`src/pkg/adctc_pkg.sv`:
```
// adctc_pkg: map, field positions, reset values and timing of the converter tuning bank.
// assumes an 8-bit register port and the 20 MHz mclk of the configuration logic.
// How it works
// - global power-down stops channels, references, buffers; wakeup takes about 100 us
// - register 4ah bit 0 selects high-input-frequency mode for channel b
// - register 58h bit 0 selects high-input-frequency mode for channel a
// - register bfh bits 7:4 hold channel a signed pedestal, -8 to +7
// - register c1h bits 7:4 hold channel b signed pedestal, independent
// - enabled correction drives each output to midcode plus its pedestal
// - register cfh bit 7 freezes estimation and keeps applying last estimate
// - register cfh bits 5:2 set the correction loop time constant
// - register efh bit 4 gates both per-channel low-speed bits
// - register f2h bit 3 is channel a low-speed, needs the gate set
// - register dbh bit 0 is channel b low-speed, needs the gate set
// - register f1h bits 1:0 gate swing control; 00 off, 11 on only
// - every register resets to all zeros
package adctc_pkg;
  localparam int ADDR_W = 8;
  localparam int DATA_W = 8;
  localparam int SAMPLE_W = 12;
  localparam int FRAC_W = 16;

  localparam logic [7:0] OFF_PERF_A = 8'h02;
  localparam logic [7:0] OFF_POWER = 8'h45;
  localparam logic [7:0] OFF_B_FAST = 8'h4a;
  localparam logic [7:0] OFF_A_FAST = 8'h58;
  localparam logic [7:0] OFF_A_BIAS = 8'hbf;
  localparam logic [7:0] OFF_B_BIAS = 8'hc1;
  localparam logic [7:0] OFF_DC_LOOP = 8'hcf;
  localparam logic [7:0] OFF_PERF_B = 8'hd5;
  localparam logic [7:0] OFF_PERF_C = 8'hd7;
  localparam logic [7:0] OFF_PERF_D = 8'hdb;
  localparam logic [7:0] OFF_SLOW_GATE = 8'hef;
  localparam logic [7:0] OFF_SWING_GATE = 8'hf1;
  localparam logic [7:0] OFF_A_SLOW = 8'hf2;

  localparam int BIT_PDN = 2;
  localparam int BIT_FAST = 0;
  localparam int BIAS_LSB = 4;
  localparam int BIAS_W = 4;
  localparam int BIT_HOLD = 7;
  localparam int TC_LSB = 2;
  localparam int TC_W = 4;
  localparam int BIT_SLOW_GATE = 4;
  localparam int SWING_LSB = 0;
  localparam int SWING_W = 2;
  localparam int BIT_A_SLOW = 3;
  localparam int BIT_B_SLOW = 0;
  localparam int BIT_PERF_3 = 6;
  localparam int BIT_PERF_4 = 4;
  localparam int BIT_PERF_5 = 3;
  localparam int BIT_PERF_6 = 3;
  localparam int BIT_PERF_7 = 2;
  localparam int BIT_PERF_8 = 5;

  localparam logic [7:0] REG_RESET = 8'h00;
  localparam logic [1:0] SWING_ON = 2'h3;
  localparam logic [SAMPLE_W-1:0] MIDCODE = 12'h800;
  localparam logic [SAMPLE_W-1:0] CODE_MAX = 12'hfff;

  localparam int CLK_HZ = 20_000_000;
  localparam int WAKE_US = 100;
  localparam int WAKE_CYCLES = (WAKE_US * (CLK_HZ / 1_000_000));
endpackage : adctc_pkg

```
`src/verilog/adctc_regs.sv`:
```
// adctc_regs: tuning register bank of a dual-channel converter with its dc offset loop.
// assumes a synchronous register port with one-cycle strobes and samples on mclk.
`timescale 1ns/1ns
`default_nettype none

module adctc_regs
  import adctc_pkg::*;
#(
  parameter int WAKE_CNT = WAKE_CYCLES
) (
  input wire logic mclk,
  input wire logic srst,
  input wire logic [ADDR_W-1:0] reg_addr,
  input wire logic [DATA_W-1:0] reg_wdata,
  input wire logic reg_wr,
  input wire logic reg_rd,
  output logic [DATA_W-1:0] reg_rdata,
  input wire logic dc_loop_enable,
  input wire logic [SAMPLE_W-1:0] chan_a_sample,
  input wire logic [SAMPLE_W-1:0] chan_b_sample,
  output logic [SAMPLE_W-1:0] chan_a_code,
  output logic [SAMPLE_W-1:0] chan_b_code,
  output logic full_chip_powerdown,
  output logic wake_busy,
  output logic chan_a_fast_input_opt,
  output logic chan_b_fast_input_opt,
  output logic chan_a_slow_rate_on,
  output logic chan_b_slow_rate_on,
  output logic swing_select_active,
  output logic [5:0] perf_bits,
  output logic perf_all_set
);

  localparam int EST_W = SAMPLE_W + 1 + FRAC_W;
  localparam int WAKE_W = $clog2(WAKE_CNT + 1);

  // stored fields; reserved positions are not kept and read back zero
  logic pdn_q;
  logic b_fast_q;
  logic a_fast_q;
  logic [BIAS_W-1:0] a_bias_q;
  logic [BIAS_W-1:0] b_bias_q;
  logic hold_q;
  logic [TC_W-1:0] tc_q;
  logic perf_3_q;
  logic perf_4_q;
  logic perf_5_q;
  logic perf_6_q;
  logic perf_7_q;
  logic perf_8_q;
  logic b_slow_q;
  logic slow_gate_q;
  logic [SWING_W-1:0] swing_gate_q;
  logic a_slow_q;

  logic [DATA_W-1:0] rdata_d;
  logic [DATA_W-1:0] rdata_q;
  logic [WAKE_W-1:0] wake_q;
  logic signed [EST_W-1:0] a_est_q;
  logic signed [EST_W-1:0] b_est_q;
  logic [SAMPLE_W-1:0] a_code_q;
  logic [SAMPLE_W-1:0] b_code_q;

  function automatic logic wr_hit(input logic [ADDR_W-1:0] off);
    wr_hit = reg_wr && (reg_addr == off);
  endfunction

  // first-order loop: estimate moves by error / 2^tc each cycle
  function automatic logic signed [EST_W-1:0] est_next(
    input logic [SAMPLE_W-1:0] smp,
    input logic signed [EST_W-1:0] est,
    input logic [TC_W-1:0] tc
  );
    logic signed [EST_W:0] centred;
    logic signed [EST_W:0] err;
    logic signed [EST_W:0] step;
    centred = '0;
    err = '0;
    step = '0;
    centred = (EST_W + 1)'(signed'({1'b0, smp}) - signed'({1'b0, MIDCODE})) <<< FRAC_W;
    err = centred - (EST_W + 1)'(est);
    step = err >>> tc;
    est_next = EST_W'(est + EST_W'(step));
  endfunction

  // remove estimate, add pedestal, clamp to the code range
  function automatic logic [SAMPLE_W-1:0] correct(
    input logic [SAMPLE_W-1:0] smp,
    input logic signed [EST_W-1:0] est,
    input logic [BIAS_W-1:0] bias
  );
    logic signed [SAMPLE_W+2:0] val;
    logic signed [SAMPLE_W+2:0] whole;
    val = '0;
    whole = '0;
    whole = (SAMPLE_W + 3)'(est >>> FRAC_W);
    val = signed'({3'b000, smp}) - whole + (SAMPLE_W + 3)'(signed'(bias));
    if (val < 0) begin
      correct = '0;
    end else if (val > signed'({3'b000, CODE_MAX})) begin
      correct = CODE_MAX;
    end else begin
      correct = val[SAMPLE_W-1:0];
    end
  endfunction

  // each write touches only the addressed register
  always_ff @(posedge mclk) begin
    if (srst) begin
      pdn_q <= REG_RESET[BIT_PDN];
    end else if (wr_hit(OFF_POWER)) begin
      pdn_q <= reg_wdata[BIT_PDN];
    end
  end

  always_ff @(posedge mclk) begin
    if (srst) begin
      b_fast_q <= REG_RESET[BIT_FAST];
      a_fast_q <= REG_RESET[BIT_FAST];
    end else begin
      if (wr_hit(OFF_B_FAST)) begin
        b_fast_q <= reg_wdata[BIT_FAST];
      end
      if (wr_hit(OFF_A_FAST)) begin
        a_fast_q <= reg_wdata[BIT_FAST];
      end
    end
  end

  always_ff @(posedge mclk) begin
    if (srst) begin
      a_bias_q <= REG_RESET[BIAS_LSB +: BIAS_W];
      b_bias_q <= REG_RESET[BIAS_LSB +: BIAS_W];
    end else begin
      if (wr_hit(OFF_A_BIAS)) begin
        a_bias_q <= reg_wdata[BIAS_LSB +: BIAS_W];
      end
      if (wr_hit(OFF_B_BIAS)) begin
        b_bias_q <= reg_wdata[BIAS_LSB +: BIAS_W];
      end
    end
  end

  always_ff @(posedge mclk) begin
    if (srst) begin
      hold_q <= REG_RESET[BIT_HOLD];
      tc_q <= REG_RESET[TC_LSB +: TC_W];
    end else if (wr_hit(OFF_DC_LOOP)) begin
      hold_q <= reg_wdata[BIT_HOLD];
      tc_q <= reg_wdata[TC_LSB +: TC_W];
    end
  end

  // reserved bits are dropped, so a careless write cannot reach the datapath
  always_ff @(posedge mclk) begin
    if (srst) begin
      perf_3_q <= REG_RESET[BIT_PERF_3];
      perf_4_q <= REG_RESET[BIT_PERF_4];
      perf_5_q <= REG_RESET[BIT_PERF_5];
      perf_6_q <= REG_RESET[BIT_PERF_6];
      perf_7_q <= REG_RESET[BIT_PERF_7];
      perf_8_q <= REG_RESET[BIT_PERF_8];
      b_slow_q <= REG_RESET[BIT_B_SLOW];
    end else begin
      if (wr_hit(OFF_PERF_A)) begin
        perf_3_q <= reg_wdata[BIT_PERF_3];
      end
      if (wr_hit(OFF_PERF_B)) begin
        perf_4_q <= reg_wdata[BIT_PERF_4];
        perf_5_q <= reg_wdata[BIT_PERF_5];
      end
      if (wr_hit(OFF_PERF_C)) begin
        perf_6_q <= reg_wdata[BIT_PERF_6];
        perf_7_q <= reg_wdata[BIT_PERF_7];
      end
      if (wr_hit(OFF_PERF_D)) begin
        perf_8_q <= reg_wdata[BIT_PERF_8];
        b_slow_q <= reg_wdata[BIT_B_SLOW];
      end
    end
  end

  always_ff @(posedge mclk) begin
    if (srst) begin
      slow_gate_q <= REG_RESET[BIT_SLOW_GATE];
      swing_gate_q <= REG_RESET[SWING_LSB +: SWING_W];
      a_slow_q <= REG_RESET[BIT_A_SLOW];
    end else begin
      if (wr_hit(OFF_SLOW_GATE)) begin
        slow_gate_q <= reg_wdata[BIT_SLOW_GATE];
      end
      if (wr_hit(OFF_SWING_GATE)) begin
        swing_gate_q <= reg_wdata[SWING_LSB +: SWING_W];
      end
      if (wr_hit(OFF_A_SLOW)) begin
        a_slow_q <= reg_wdata[BIT_A_SLOW];
      end
    end
  end

  // readback: unmapped offsets answer zero
  always_comb begin
    rdata_d = '0;
    case (reg_addr)
      OFF_PERF_A: rdata_d[BIT_PERF_3] = perf_3_q;
      OFF_POWER: rdata_d[BIT_PDN] = pdn_q;
      OFF_B_FAST: rdata_d[BIT_FAST] = b_fast_q;
      OFF_A_FAST: rdata_d[BIT_FAST] = a_fast_q;
      OFF_A_BIAS: rdata_d[BIAS_LSB +: BIAS_W] = a_bias_q;
      OFF_B_BIAS: rdata_d[BIAS_LSB +: BIAS_W] = b_bias_q;
      OFF_DC_LOOP: begin
        rdata_d[BIT_HOLD] = hold_q;
        rdata_d[TC_LSB +: TC_W] = tc_q;
      end
      OFF_PERF_B: begin
        rdata_d[BIT_PERF_4] = perf_4_q;
        rdata_d[BIT_PERF_5] = perf_5_q;
      end
      OFF_PERF_C: begin
        rdata_d[BIT_PERF_6] = perf_6_q;
        rdata_d[BIT_PERF_7] = perf_7_q;
      end
      OFF_PERF_D: begin
        rdata_d[BIT_PERF_8] = perf_8_q;
        rdata_d[BIT_B_SLOW] = b_slow_q;
      end
      OFF_SLOW_GATE: rdata_d[BIT_SLOW_GATE] = slow_gate_q;
      OFF_SWING_GATE: rdata_d[SWING_LSB +: SWING_W] = swing_gate_q;
      OFF_A_SLOW: rdata_d[BIT_A_SLOW] = a_slow_q;
      default: rdata_d = '0;
    endcase
  end

  // data is valid only in the cycle after the read strobe
  always_ff @(posedge mclk) begin
    if (srst) begin
      rdata_q <= '0;
    end else if (reg_rd) begin
      rdata_q <= rdata_d;
    end else begin
      rdata_q <= '0;
    end
  end

  // recovery timer: loaded while powered down, counts out after release
  always_ff @(posedge mclk) begin
    if (srst) begin
      wake_q <= '0;
    end else if (pdn_q) begin
      wake_q <= WAKE_W'(WAKE_CNT);
    end else if (wake_q != '0) begin
      wake_q <= wake_q - 1'b1;
    end
  end

  // loop estimates; cleared when the loop is off, kept when held
  always_ff @(posedge mclk) begin
    if (srst || !dc_loop_enable || pdn_q) begin
      a_est_q <= '0;
      b_est_q <= '0;
    end else if (!hold_q) begin
      a_est_q <= est_next(chan_a_sample, a_est_q, tc_q);
      b_est_q <= est_next(chan_b_sample, b_est_q, tc_q);
    end
  end

  // output codes; buffers are dark while down or recovering
  always_ff @(posedge mclk) begin
    if (srst || pdn_q || (wake_q != '0)) begin
      a_code_q <= '0;
      b_code_q <= '0;
    end else if (dc_loop_enable) begin
      a_code_q <= correct(chan_a_sample, a_est_q, a_bias_q);
      b_code_q <= correct(chan_b_sample, b_est_q, b_bias_q);
    end else begin
      a_code_q <= chan_a_sample;
      b_code_q <= chan_b_sample;
    end
  end

  assign reg_rdata = rdata_q;
  assign chan_a_code = a_code_q;
  assign chan_b_code = b_code_q;
  assign full_chip_powerdown = pdn_q;
  assign wake_busy = pdn_q || (wake_q != '0);
  assign chan_a_fast_input_opt = a_fast_q;
  assign chan_b_fast_input_opt = b_fast_q;
  assign chan_a_slow_rate_on = slow_gate_q && a_slow_q;
  assign chan_b_slow_rate_on = slow_gate_q && b_slow_q;
  // the two forbidden codes are treated as off
  assign swing_select_active = (swing_gate_q == SWING_ON);
  assign perf_bits = {perf_8_q, perf_7_q, perf_6_q, perf_5_q, perf_4_q, perf_3_q};
  assign perf_all_set = &perf_bits;

endmodule // adctc_regs

`default_nettype wire

```
`config.mk`:
```
export PLATFORM = sky130hd
export DESIGN_NAME = adctc_regs
export DESIGN_NICKNAME = d
export VERILOG_FILES = /design/src/pkg/adctc_pkg.sv /design/src/verilog/adctc_regs.sv
export SDC_FILE = /design/constraint.sdc
export NUM_CORES = 1
export LEC_CHECK = 0
export BUFFER_PORTS_ARGS = -buffer_cell sky130_fd_sc_hd__buf_4
export CELL_PAD_IN_SITES_DETAIL_PLACEMENT = 1
export CELL_PAD_IN_SITES_GLOBAL_PLACEMENT = 1
export CORE_ASPECT_RATIO = 1.5
export CORE_MARGIN = 4
export CORE_UTILIZATION = 42
export CTS_CLUSTER_DIAMETER = 150
export DETAILED_ROUTE_END_ITERATION = 16
export GPL_TIMING_DRIVEN = 0
export MAX_ROUTING_LAYER = met4
export PLACE_DENSITY_LB_ADDON = 0.2
export SLEW_MARGIN = 5
export SYNTH_ARGS = -nofsm -noshare
export SYNTH_HDL_FRONTEND = slang
export SYNTH_SLANG_ARGS = --single-unit
```
`constraint.sdc`:
```
create_clock -name mclk -period 10.8 [get_ports mclk]
set_clock_uncertainty 0.1 [all_clocks]
set_input_delay 1.62 -clock mclk [delete_from_list [all_inputs] [get_ports mclk]]
set_output_delay 1.62 -clock mclk [all_outputs]
set_load 0.05 [all_outputs]
```
# Word-level counts from Yosys, hierarchy flattened
# Cells that the tools add are included.
dict set report op_classes {
  magnitude_cmp 4
  eq_ne 14
  reduce_logical 27
  n_div 0
  addsub 11
  n_mul 0
  n_shift 2
  n_bitwise 2
  mux 15
}
# operator n
set ops {}
lappend ops {{== test 8 bit, second input constant} 9}
lappend ops {{two-way mux 12 bit} 6}
lappend ops {{>>> shifter 30 x 4 -> 29 bit} 2}
lappend ops {{subtractor 29 x 29 -> 30 bit} 2}
lappend ops {{adder 29 bit} 2}
lappend ops {{adder 14 x 4 -> 15 bit} 2}
lappend ops {{greater-than comparator 15 x 13 -> 1 bit, second input constant} 2}
lappend ops {{< comparator 15 x 1 -> 1 bit, second input constant} 2}
lappend ops {{subtractor 13 x 13 -> 14 bit} 2}
lappend ops {{subtractor 12 x 12 -> 13 bit, second input constant} 2}
lappend ops {{== test 8 x 7 -> 1 bit, second input constant} 3}
lappend ops {{two-way mux 11 bit} 2}
lappend ops {{logical AND 1 bit} 15}
lappend ops {{case mux 1 bit (4 select lines)} 3}
lappend ops {{nonzero test 11 bit} 1}
lappend ops {{subtractor 11 x 1 -> 11 bit, second input constant} 1}
lappend ops {{case mux 1 bit (3 select lines)} 3}
lappend ops {{== test 8 x 2 -> 1 bit, second input constant} 1}
lappend ops {{AND reduction 6 bit} 1}
lappend ops {{logical OR 1 bit} 5}
lappend ops {{case mux 1 bit (5 select lines)} 1}
lappend ops {{OR reduction 2 bit} 2}
lappend ops {{OR reduction 3 bit} 1}
lappend ops {{== test 2 bit, second input constant} 1}
lappend ops {{3 further kinds} 4}
dict set report word_totals {
  ff_bits 128
  romBits 0
  out_inout_bits 46
  latch_bits 0
  ramBits 0
  n_memories 0
  inputBits 45
}

# Depth between registers and ports, before layout
# Gate-level depths: netlist (run 1).
dict set report depth {
  word_depth 6
  ltp_mapped 22
}

# Least setup slack after synthesis (run 1)
# OpenSTA, ideal clock, no wires.
dict set report synth_timing {
  path_type {input to register}
  start {input port chan_b_sample[0]}
  end {register b_est_q[26]}
  path_buffers 0
  path_slack_ns 4.293
  cell_stages 20
  arrival_ns 6.337
  path_cell_list {ha_1 nor4b_1 nand2_1 nor4_4 nor4_2 a21oi_4 xor2_1 mux4_2 mux2_2 mux2_2 ha_1 and4_1 nand2_1 a2bb2oi_1 o21ai_0 o2111ai_1 a21oi_1 o31a_1 or3_1 a21oi_1}
}
dict set report synth_via {
  elab_chain_cells 4
}
# item line_no
set synth_rtl {}
lappend synth_rtl {{start: declaration} adctc_regs.sv:20} ;# input wire logic [SAMPLE_W-1:0] chan_b_sample,
lappend synth_rtl {{subtractor 12 x 12 -> 13 bit} adctc_regs.sv:80} ;# centred = (EST_W + 1)'(signed'({1'b0, smp}) - signed'({1'b0, MIDCODE})) <<< FRAC_W;
lappend synth_rtl {{subtractor 29 x 29 -> 30 bit} adctc_regs.sv:81} ;# err = centred - (EST_W + 1)'(est);
lappend synth_rtl {{>>> shifter 30 x 4 -> 29 bit} adctc_regs.sv:82} ;# step = err >>> tc;
lappend synth_rtl {{adder 29 bit} adctc_regs.sv:83} ;# est_next = EST_W'(est + EST_W'(step));
lappend synth_rtl {{end signal: assignment} adctc_regs.sv:263} ;# b_est_q <= est_next(chan_b_sample, b_est_q, tc_q);
lappend synth_rtl {{end: declaration} adctc_regs.sv:60} ;# logic signed [EST_W-1:0] b_est_q;
# No other way between the ends.
# A chain may end at the register's enable or synchronous reset.

# Worst setup path in the final report (run 1)
dict set report layout_timing {
  start {input port chan_b_sample[0]}
  end {register b_est_q[27]}
}
# Same word-level chain as after synthesis.

==> results.cfg, run 1 <==
[outcome]
status = finished, final reports clean

[routing]
vias = 16274
drc = 0
via_per_inst = 6.254
routed_wire_length_per_instance_um = 23.85
maxUsedRoutingLayer = met4
drt_iter0_markers = 862
wl_met3_um = 2815
ant_nets = 0
wirelength_um = 62060
m1WireLength_um = 22790
dr_wl_met2_um = 32680
drtPass1Iterations = 5

[synth]
synth.cell_area_um2 = 14920
synth.distinct_cells = 101
synth_top_area_share_pct = 17.18
yosys.area_share.adder_pct = 13.72
yosys.area_share.simple_pct = 22.07
async_flop_share_pct = 0
synth-edff-count = 0
yosys_warnings = 0
synth.largest_area_cell = dfxtp_1
synth_mux_area_share_pct = 8.001
syn_inst = 2007
synth_xor_xnor_area_share_pct = 5.460
synth_seq_area_share_pct = 17.18
syn_avg_cell_area_um2 = 7.433
synth_top_family_by_area = compound AO/OA/AOI/OAI gates
synth.area.top_cells = dfxtp_1, ha_1, a21oi_1
ys_ff_latch = 128
synth.net_count = 2200
synthFlopType = dfxtp_1
synth_compound_area_share_pct = 26.84

[power_and_ir_drop]
powerDensity_nw_per_um2 = 255.4
ir_drop_v = 0.0001218
power_uw = 4286
p_leak_uw = 0.007346

[layout]
final_common_cell = nand2_1
final_cell_mix = nand2_1, a21oi_1, nor2_1, inv_1, dfxtp_1
nets = 2305
area_growth_syn_to_layout_pct = 12.47
layout-drive-gt1-share_pct = 10.02
layout.cells.non_filler = 2602
fillCellCount = 4525

[setup_path]
setup.worst_path.start_class = input pin
crit_buf_inv = 1
endpoint_kind = flip-flop
cp_slowest_cell = nor4b_1
critPathMaxFanout = 5
r2r-start = tc_q[0]$_SDFFE_PP0P_
critPathTopFamily = simple AND/OR/NAND/NOR gates
cp_data_arrival_time_ps = 7890
slowest_delay_ps = 790
crit_type = input pin to flip-flop
path_cells = buf_4, ha_1, nor4b_1, nand2_1, nor4_4, nor4_2, xnor2_1, mux4_2, mux2i_1, mux2i_1, ha_1, a21oi_1, o21ai_0, a211oi_1, o211ai_1, a41oi_1, a2111oi_0, or4_1, nand3_1, a21oi_1
critPathRequiredTime_ps = 11010
crit_start = chan_b_sample[0]

[sta]
finalSetupTns_ps = 0
hold_ws_ps = 379.3
slew-limit-headroom_pct = 21.81
tightestPinTransition_ps = 1173
final_max_slew_viol_count = 0
setup_slack_ps = 3113
rsz0062_at_grt = no
hold_violations = 0
fin_crit_ps = 7687
fmax_mhz = 130.1
min_period_over_period_pct = 71.17
setup_viol = 0

[cts]
cts_max_path_buffers = 2
ctsResizeCount = 0
cts_made_buffers = 17
hold_buffers = 0
htree_levels = 4
cts_tree = done
clock_latency_ps = 460
clk_pin_slew_ps = 60
cts.sinks = 128
cts_root_buf = clkbuf_16
post-cts-setup-buffer-count = 0

[global_route]
grt_pass1_vias = 17244
grt_pass1_wl_um = 96500
grt_max_degree = 17
overflow = 0
grt.total_usage_pct = 32.73
antenna_found_initial = 3

[floorplan]
start_util_pct = 42.50
die_h_um = 238.8
ios = 91
fp.coreArea_um2 = 35100
die_area_um2 = 38660
num_rows = 84
die_x_um = 161.9

[placed_design]
dp_cells = 2566
post-place-ws_ps = 2721
dp_hpwl_um = 49260
port_buffers = 86
gp_congestion = 0.9822

[min_path]
hold_class = flip-flop to flip-flop
min_from = wake_q[3]$_SDFFE_PP0P_

[run]
maxCapViolCount = 0
-- sequential cells by signal (all words and copies together), names as in the netlist, 2 cells and up --
name          count
a_bias_q          4
a_est_q          29
b_bias_q          4
b_est_q          29
chan_a_code      12
chan_b_code      12
reg_rdata         8
swing_gate_q      2
tc_q              4
wake_q           11
-- routing by layer --
| layer | global-route usage, % | up-vias |
|---|---|---|
| met5 | - | - |
| met4 | 18.24 | 0 |
| met3 | 5.365 | 211 |
| met2 | 59.60 | 499 |
| met1 | 33.12 | 8017 |
| li1 | - | 7547 |
-- metrics by stage --
step	instance area (µm²)	utilization [%]
floorplan	14920	-
global placement	16160	46.02
detailed placement	16160	46.02
CTS	16770	47.77
global route	16780	47.80
finish	16780	47.80
-- power breakdown --
part	switching, µW	internal (µW)	leakage (µW)
registers	83.6	557	0.00104
logic	1830	1170	0.00601
clock network	266	377	0.000301
total	2180	2100	0.00735
-- kinds of logic (layout without fill, tap and decap cells) --
group	after synthesis	after routing
AO/OA/AOI/OAI	597	597
XOR/XNOR	93	93
adder cells (fa/ha/maj)	148	148
buffers and inverters	248	366
flip-flops	128	128
multiplexers	104	104
other	0	4
AND/OR/NAND/NOR	689	689
-- area by class of cell --
class | count | area, µm² | area share, %
diodes | 4 | 10.01 | 0.05966
plain buffers | 110 | 486.7 | 2.901
clock buffers | 20 | 456.7 | 2.722
clock inverters | 12 | 156.4 | 0.9321
inverters | 138 | 518.0 | 3.087
multi-input cells | 1631 | 11350 | 67.65
flip-flops and latches | 128 | 2562 | 15.27
well taps | 473 | 591.8 | 3.527
repair buffers | 86 | 645.6 | 3.848
-- Yosys cell counts, drive strengths merged, types with 13 or more instances --
master and count:
o21bai 14, o21a 15, nor3 47, and3 13
nor4 21, buf 38, or3 17, nor2 202
clkbuf 71, a31oi 15, a21o 39, a221o 17
and2 16, mux2 19, o31ai 16, o211ai 21
inv 137, fa 26, a211oi 41, or4 16
xor2 37, nand2b 17, nand3 79, a22oi 15
a21oi 206, nand2 212, mux2i 77, xnor2 56
o21ai 83, dfxtp 128, ha 122
-- worst register-to-register path, delay by kind of cell (launching register included) --
family / cells / cell delay, ps
AO/OA/AOI/OAI: 8 / 2370
flip-flops: 1 / 320
AND/OR/NAND/NOR: 2 / 610
multiplexers: 2 / 530
adder cells (fa/ha/maj): 1 / 370
buffers and inverters: 5 / 3080
-- worst paths after layout --
check                             endpoint  slack [ps]  depth (start not counted)
setup / recovery  b_est_q[27]$_SDFFE_PP0N_        3110                         20
hold / removal      wake_q[3]$_SDFFE_PP0P_         380                          2
setup reg to reg  b_est_q[27]$_SDFFE_PP0N_        3260                         18
hold reg to reg     wake_q[3]$_SDFFE_PP0P_         380                          2
Note: power is estimated with default switching activity, not from simulation.
==> run 2, diff against run 1 <==
--- a/config.mk
+++ b/config.mk
@@ -5,6 +5,7 @@
 export SDC_FILE = /design/constraint.sdc
 export NUM_CORES = 1
 export LEC_CHECK = 0
+export ABC_AREA = 1
 export BUFFER_PORTS_ARGS = -buffer_cell sky130_fd_sc_hd__buf_4
 export CELL_PAD_IN_SITES_DETAIL_PLACEMENT = 1
 export CELL_PAD_IN_SITES_GLOBAL_PLACEMENT = 1
==> constraint.sdc (replaced) <==
create_clock -name mclk -period 8.1 [get_ports mclk]
set_clock_uncertainty 0.1 [all_clocks]
set_input_delay 1.215 -clock mclk [delete_from_list [all_inputs] [get_ports mclk]]
set_output_delay 1.215 -clock mclk [all_outputs]
set_load 0.05 [all_outputs]
==> results.cfg, run 2 <==
[outcome]
status = finished, final reports clean

[cts]
cts_max_path_buffers = 2
clk_pin_slew_ps = 70
ctsResizeCount = 0
cts_made_buffers = 17
cts_root_buf = clkbuf_16
hold_buffers = 0
htree_levels = 4
cts_tree = done
post-cts-setup-buffer-count = 0
clock_latency_ps = 470
cts.sinks = 128

[sta]
tightestPinTransition_ps = 1273
slew-limit-headroom_pct = 15.13
min_period_over_period_pct = 70.39
fin_crit_ps = 5701
final_max_slew_viol_count = 0
finalSetupTns_ps = 0
rsz0062_at_grt = no
hold_violations = 0
fmax_mhz = 175.4
setup_viol = 0
hold_ws_ps = 375.9

[placed_design]
gp_congestion = 0.9861
dp_hpwl_um = 52560
dp_cells = 3021
dpl-instance-area_um2 = 16190
port_buffers = 88

[setup_path]
setup.worst_path.start_class = input pin
critPathRequiredTime_ps = 8350
cp_slowest_cell = ha_1
slowest_delay_ps = 460
critPathMaxFanout = 5
endpoint_kind = flip-flop
cpMostUsedCell = nand2_1
crit_type = input pin to flip-flop
cp_data_arrival_time_ps = 5960

[synth]
synth.area.top_cells = dfxtp_1, nand2_1, ha_1
synth_commonest_cells = nand2_1, inv_1, a21oi_1
synth.cell_area_um2 = 14940
syn_avg_cell_area_um2 = 6.074
synth_most_common_cell = nand2_1
yosys_warnings = 0
async_flop_share_pct = 0
syn_inst = 2460
synthFlopType = dfxtp_1
ys_ff_latch = 128
synth_seq_area_share_pct = 17.15
synth-edff-count = 0
synth_top_area_share_pct = 17.15
synth.net_count = 2653
synth.largest_area_cell = dfxtp_1
synth.distinct_cells = 58

[power_and_ir_drop]
ir_drop_v = 0.0002864
p_leak_uw = 0.008818
powerDensity_nw_per_um2 = 426.8

[global_route]
overflow = 0
grt_max_degree = 17
grt.total_usage_pct = 33.98
grt_pass1_vias = 18303
grt_pass1_wl_um = 100000
antenna_found_initial = 0

[routing]
vias = 17099
via_per_inst = 5.601
drc = 0
ant_nets = 0
routed_wire_length_per_instance_um = 20.92
drt_iter0_markers = 807
drtPass1Iterations = 5
wirelength_um = 63870

[floorplan]
die_x_um = 162.0
num_rows = 84
fp.coreArea_um2 = 35100
ios = 91
die_area_um2 = 38720
start_util_pct = 42.56
die_h_um = 239.0

[run]
maxCapViolCount = 0

[layout]
nets = 2760
final_common_cell = nand2_1
layout.cells.non_filler = 3053
final_core_util_pct = 47.79
final_cell_mix = nand2_1, inv_1, a21oi_1, nand3_1, o21ai_0
diodes = 0
stdcell_area_um2 = 16780
layout-drive-gt1-share_pct = 7.984
area_growth_syn_to_layout_pct = 12.28
top_regs = a_est_q: 29 flops, b_est_q: 29 flops

[min_path]
hold_class = flip-flop to flip-flop
run 2: final timing paths:
kind                                        to                         start  slack [ps]  cells after the start
setup / recovery      a_est_q[26]$_SDFFE_PP0N_              chan_a_sample[3]        2400                     28
hold / removal    swing_gate_q[0]$_SDFFE_PP0P_  swing_gate_q[0]$_SDFFE_PP0P_         380                      2
setup reg to reg      a_est_q[26]$_SDFFE_PP0N_          tc_q[0]$_SDFFE_PP0P_        2630                     23
hold reg to reg   swing_gate_q[0]$_SDFFE_PP0P_  swing_gate_q[0]$_SDFFE_PP0P_         380                      2
run 2: routing by layer:
layer | GRT usage (%) | share of wire [%] | vias to the layer above
met5 | - | 0 | -
li1 | - | - | 8286
met3 | 3.743 | 3.1 | 183
met1 | 35.28 | 38 | 8241
met4 | 18.34 | 6.2 | 0
met2 | 62.45 | 53 | 389
run 2: layout make-up:
cell class                      count  area, µm²
Fill cell                        4998      18330
Multi-Input combinational cell   1852      10530
Sequential cell                   128       2562
Inverter                          396       1486
Timing Repair Buffer               88      660.6
Tap cell                          473      591.8
Clock buffer                       18      439.2
Buffer                             84      362.8
Clock inverter                     14      143.9
run 2: critical path, delay by kind of cell:
family	cells	cell delay, ps
compound gates	6	1330
xor+xnor	1	250
simple gates	17	2080
fa+ha+maj	2	850
buf+inv	2	190
run 2: cells by family (layout without fill, tap and decap cells):
kind of cell             count (synthesis)  count (layout)  synth area share [%]
flip-flops                             128             128                 17.15
multiplexers                             4               4                0.2680
AO/OA/AOI/OAI                          577             577                 20.96
adder cells (fa/ha/maj)                148             148                 13.70
XOR/XNOR                               103             103                 6.038
AND/OR/NAND/NOR                       1020            1020                 29.51
buffers and inverters                  480             600                 12.38
run 2: stage by stage:
| stage | setup WS [ps] | total power [µW] |
|---|---|---|
| floorplan | 3456 | 4754 |
| global placement | 2130 | 6124 |
| detailed placement | 2006 | 6255 |
| CTS | 2481 | 7134 |
| global route | 2059 | 7880 |
| finish | 2399 | 7160 |
run 2: power breakdown:
part	leakage [µW]	switching, µW	total [µW]	internal (µW)
sequential	0.00104	152	911	759
combinational	0.00749	3620	5430	1810
clock	0.000287	380	822	442
==> run 3, diff against run 2 <==
==> constraint.sdc (replaced) <==
create_clock -name mclk -period 5.8 [get_ports mclk]
set_clock_uncertainty 0.1 [all_clocks]
set_input_delay 0.87 -clock mclk [delete_from_list [all_inputs] [get_ports mclk]]
set_output_delay 0.87 -clock mclk [all_outputs]
set_load 0.05 [all_outputs]
==> results.cfg, run 3 (synthesized netlist as in run 2, its figures left out) <==
[setup_path]
crit_type = flip-flop to flip-flop
cp_data_arrival_time_ps = 5640
setup.worst_path.start_class = flip-flop
critPathMaxFanout = 10
endpoint_kind = flip-flop
reg2reg_depth = 23
critPathRequiredTime_ps = 6050

[layout]
top_regs = a_est_q: 29 flops, b_est_q: 29 flops
layout-drive-gt1-share_pct = 8.023
final_core_util_pct = 47.80
diodes = 0
nets = 2760
area_growth_syn_to_layout_pct = 12.29
fillCellCount = 4997
final_cell_mix = nand2_1, inv_1, a21oi_1, nand3_1, o21ai_0
final_common_cell = nand2_1

[sta]
fmax_mhz = 185.4
slew-limit-headroom_pct = 15.04
setup_slack_ps = 406.6
min_period_over_period_pct = 92.99
tightestPinTransition_ps = 1274
rsz0062_at_grt = no
fin_crit_ps = 5393
setup_viol = 0
finalSetupTns_ps = 0
hold_violations = 0
final_max_slew_viol_count = 0
hold_ws_ps = 376.0

[placed_design]
gp_congestion = 0.9861
dp_hpwl_um = 52560
post-place-ws_ps = 51.18
port_buffers = 88

[global_route]
overflow = 0
grt_pass1_vias = 18303
antenna_found_initial = 0
grt_max_degree = 17
grt.total_usage_pct = 33.98
grt_pass1_wl_um = 100000

[floorplan]
fp.coreArea_um2 = 35100
start_util_pct = 42.56
die_area_um2 = 38720
ios = 91
num_rows = 84
die_h_um = 239.0
die_x_um = 162.0

[routing]
routed_wire_length_per_instance_um = 20.91
wirelength_um = 63840
ant_nets = 0
drc = 0
vias = 17187
drt_iter0_markers = 774
drtPass1Iterations = 5
via_per_inst = 5.630

[power_and_ir_drop]
powerDensity_nw_per_um2 = 596.2
ir_drop_v = 0.0003996
p_leak_uw = 0.008821

[min_path]
hold_class = flip-flop to flip-flop
hold_depth = 2

[cts]
clock_latency_ps = 470
clk_pin_slew_ps = 70
cts_root_buf = clkbuf_16
cts_tree = done
cts.sinks = 128
htree_levels = 4
cts_made_buffers = 17
cts_max_path_buffers = 2
post-cts-setup-buffer-count = 0

[run]
maxCapViolCount = 0

[outcome]
status = finished, final reports clean
run 3: repair_timing:
action / CTS / global route
hold buffers: 0 / 0
endpoints found under the setup margin: 0 / 1
gates resized for setup: 0 / 3
run 3: layout make-up:
cell class	count	area (µm²)	area share [%]
Sequential cell	128	2562	15.27
Timing Repair Buffer	88	660.6	3.937
Tap cell	473	591.8	3.527
Inverter	396	1486	8.859
Clock buffer	18	439.2	2.617
Buffer	84	364.1	2.170
Multi-Input combinational cell	1852	10530	62.76
Clock inverter	14	143.9	0.8576
run 3: worst paths after layout:
path / startpoint / to / slack [ps]
max: tc_q[0]$_SDFFE_PP0P_ / b_est_q[22]$_SDFFE_PP0N_ / 410
min: swing_gate_q[0]$_SDFFE_PP0P_ / swing_gate_q[0]$_SDFFE_PP0P_ / 380
max reg2reg: tc_q[0]$_SDFFE_PP0P_ / b_est_q[22]$_SDFFE_PP0N_ / 410
min reg2reg: swing_gate_q[0]$_SDFFE_PP0P_ / swing_gate_q[0]$_SDFFE_PP0P_ / 380
run 3: critical path: stages (launching register included):
cell      delay, ps
dfxtp_1         310
clkbuf_1        300
clkbuf_1        580
clkbuf_1        630
o21ai_0         240
o21ai_0         310
nand2_1          90
nand2_1          70
o21ai_0          90
ha_1            250
fa_1            420
nand3_1         100
nand2_1         120
nand4_1         100
nand2_1         110
a21oi_1         320
o21ai_0         210
a21oi_1         380
inv_1            80
nand2_1         100
a21o_1          110
nand3_1          60
o211ai_1        130
inv_1            50
run 3: report_power, final:
group / internal [µW] / leakage, µW / switching (µW)
clock: 618 / 0.000287 / 531
combinational: 2530 / 0.00749 / 5060
sequential: 1060 / 0.00104 / 212
run 3: stage by stage:
step,cells,total power [µW],instance area (µm²)
after floorplan,2460,6639,14940
after global placement,3021,8553,16190
after detailed placement,3021,8735,16190
after CTS,3053,9963,16780
after global routing,3053,11000,16780
final,3053,10000,16780
run 3: layer usage:
layer | routed length, µm | global-route usage (%) | up-vias
li1 | - | - | 8287
met1 | 24340 | 35.28 | 8339
met2 | 33670 | 62.45 | 367
met3 | 1844 | 3.743 | 194
met4 | 3984 | 18.34 | 0
met5 | 0 | - | -
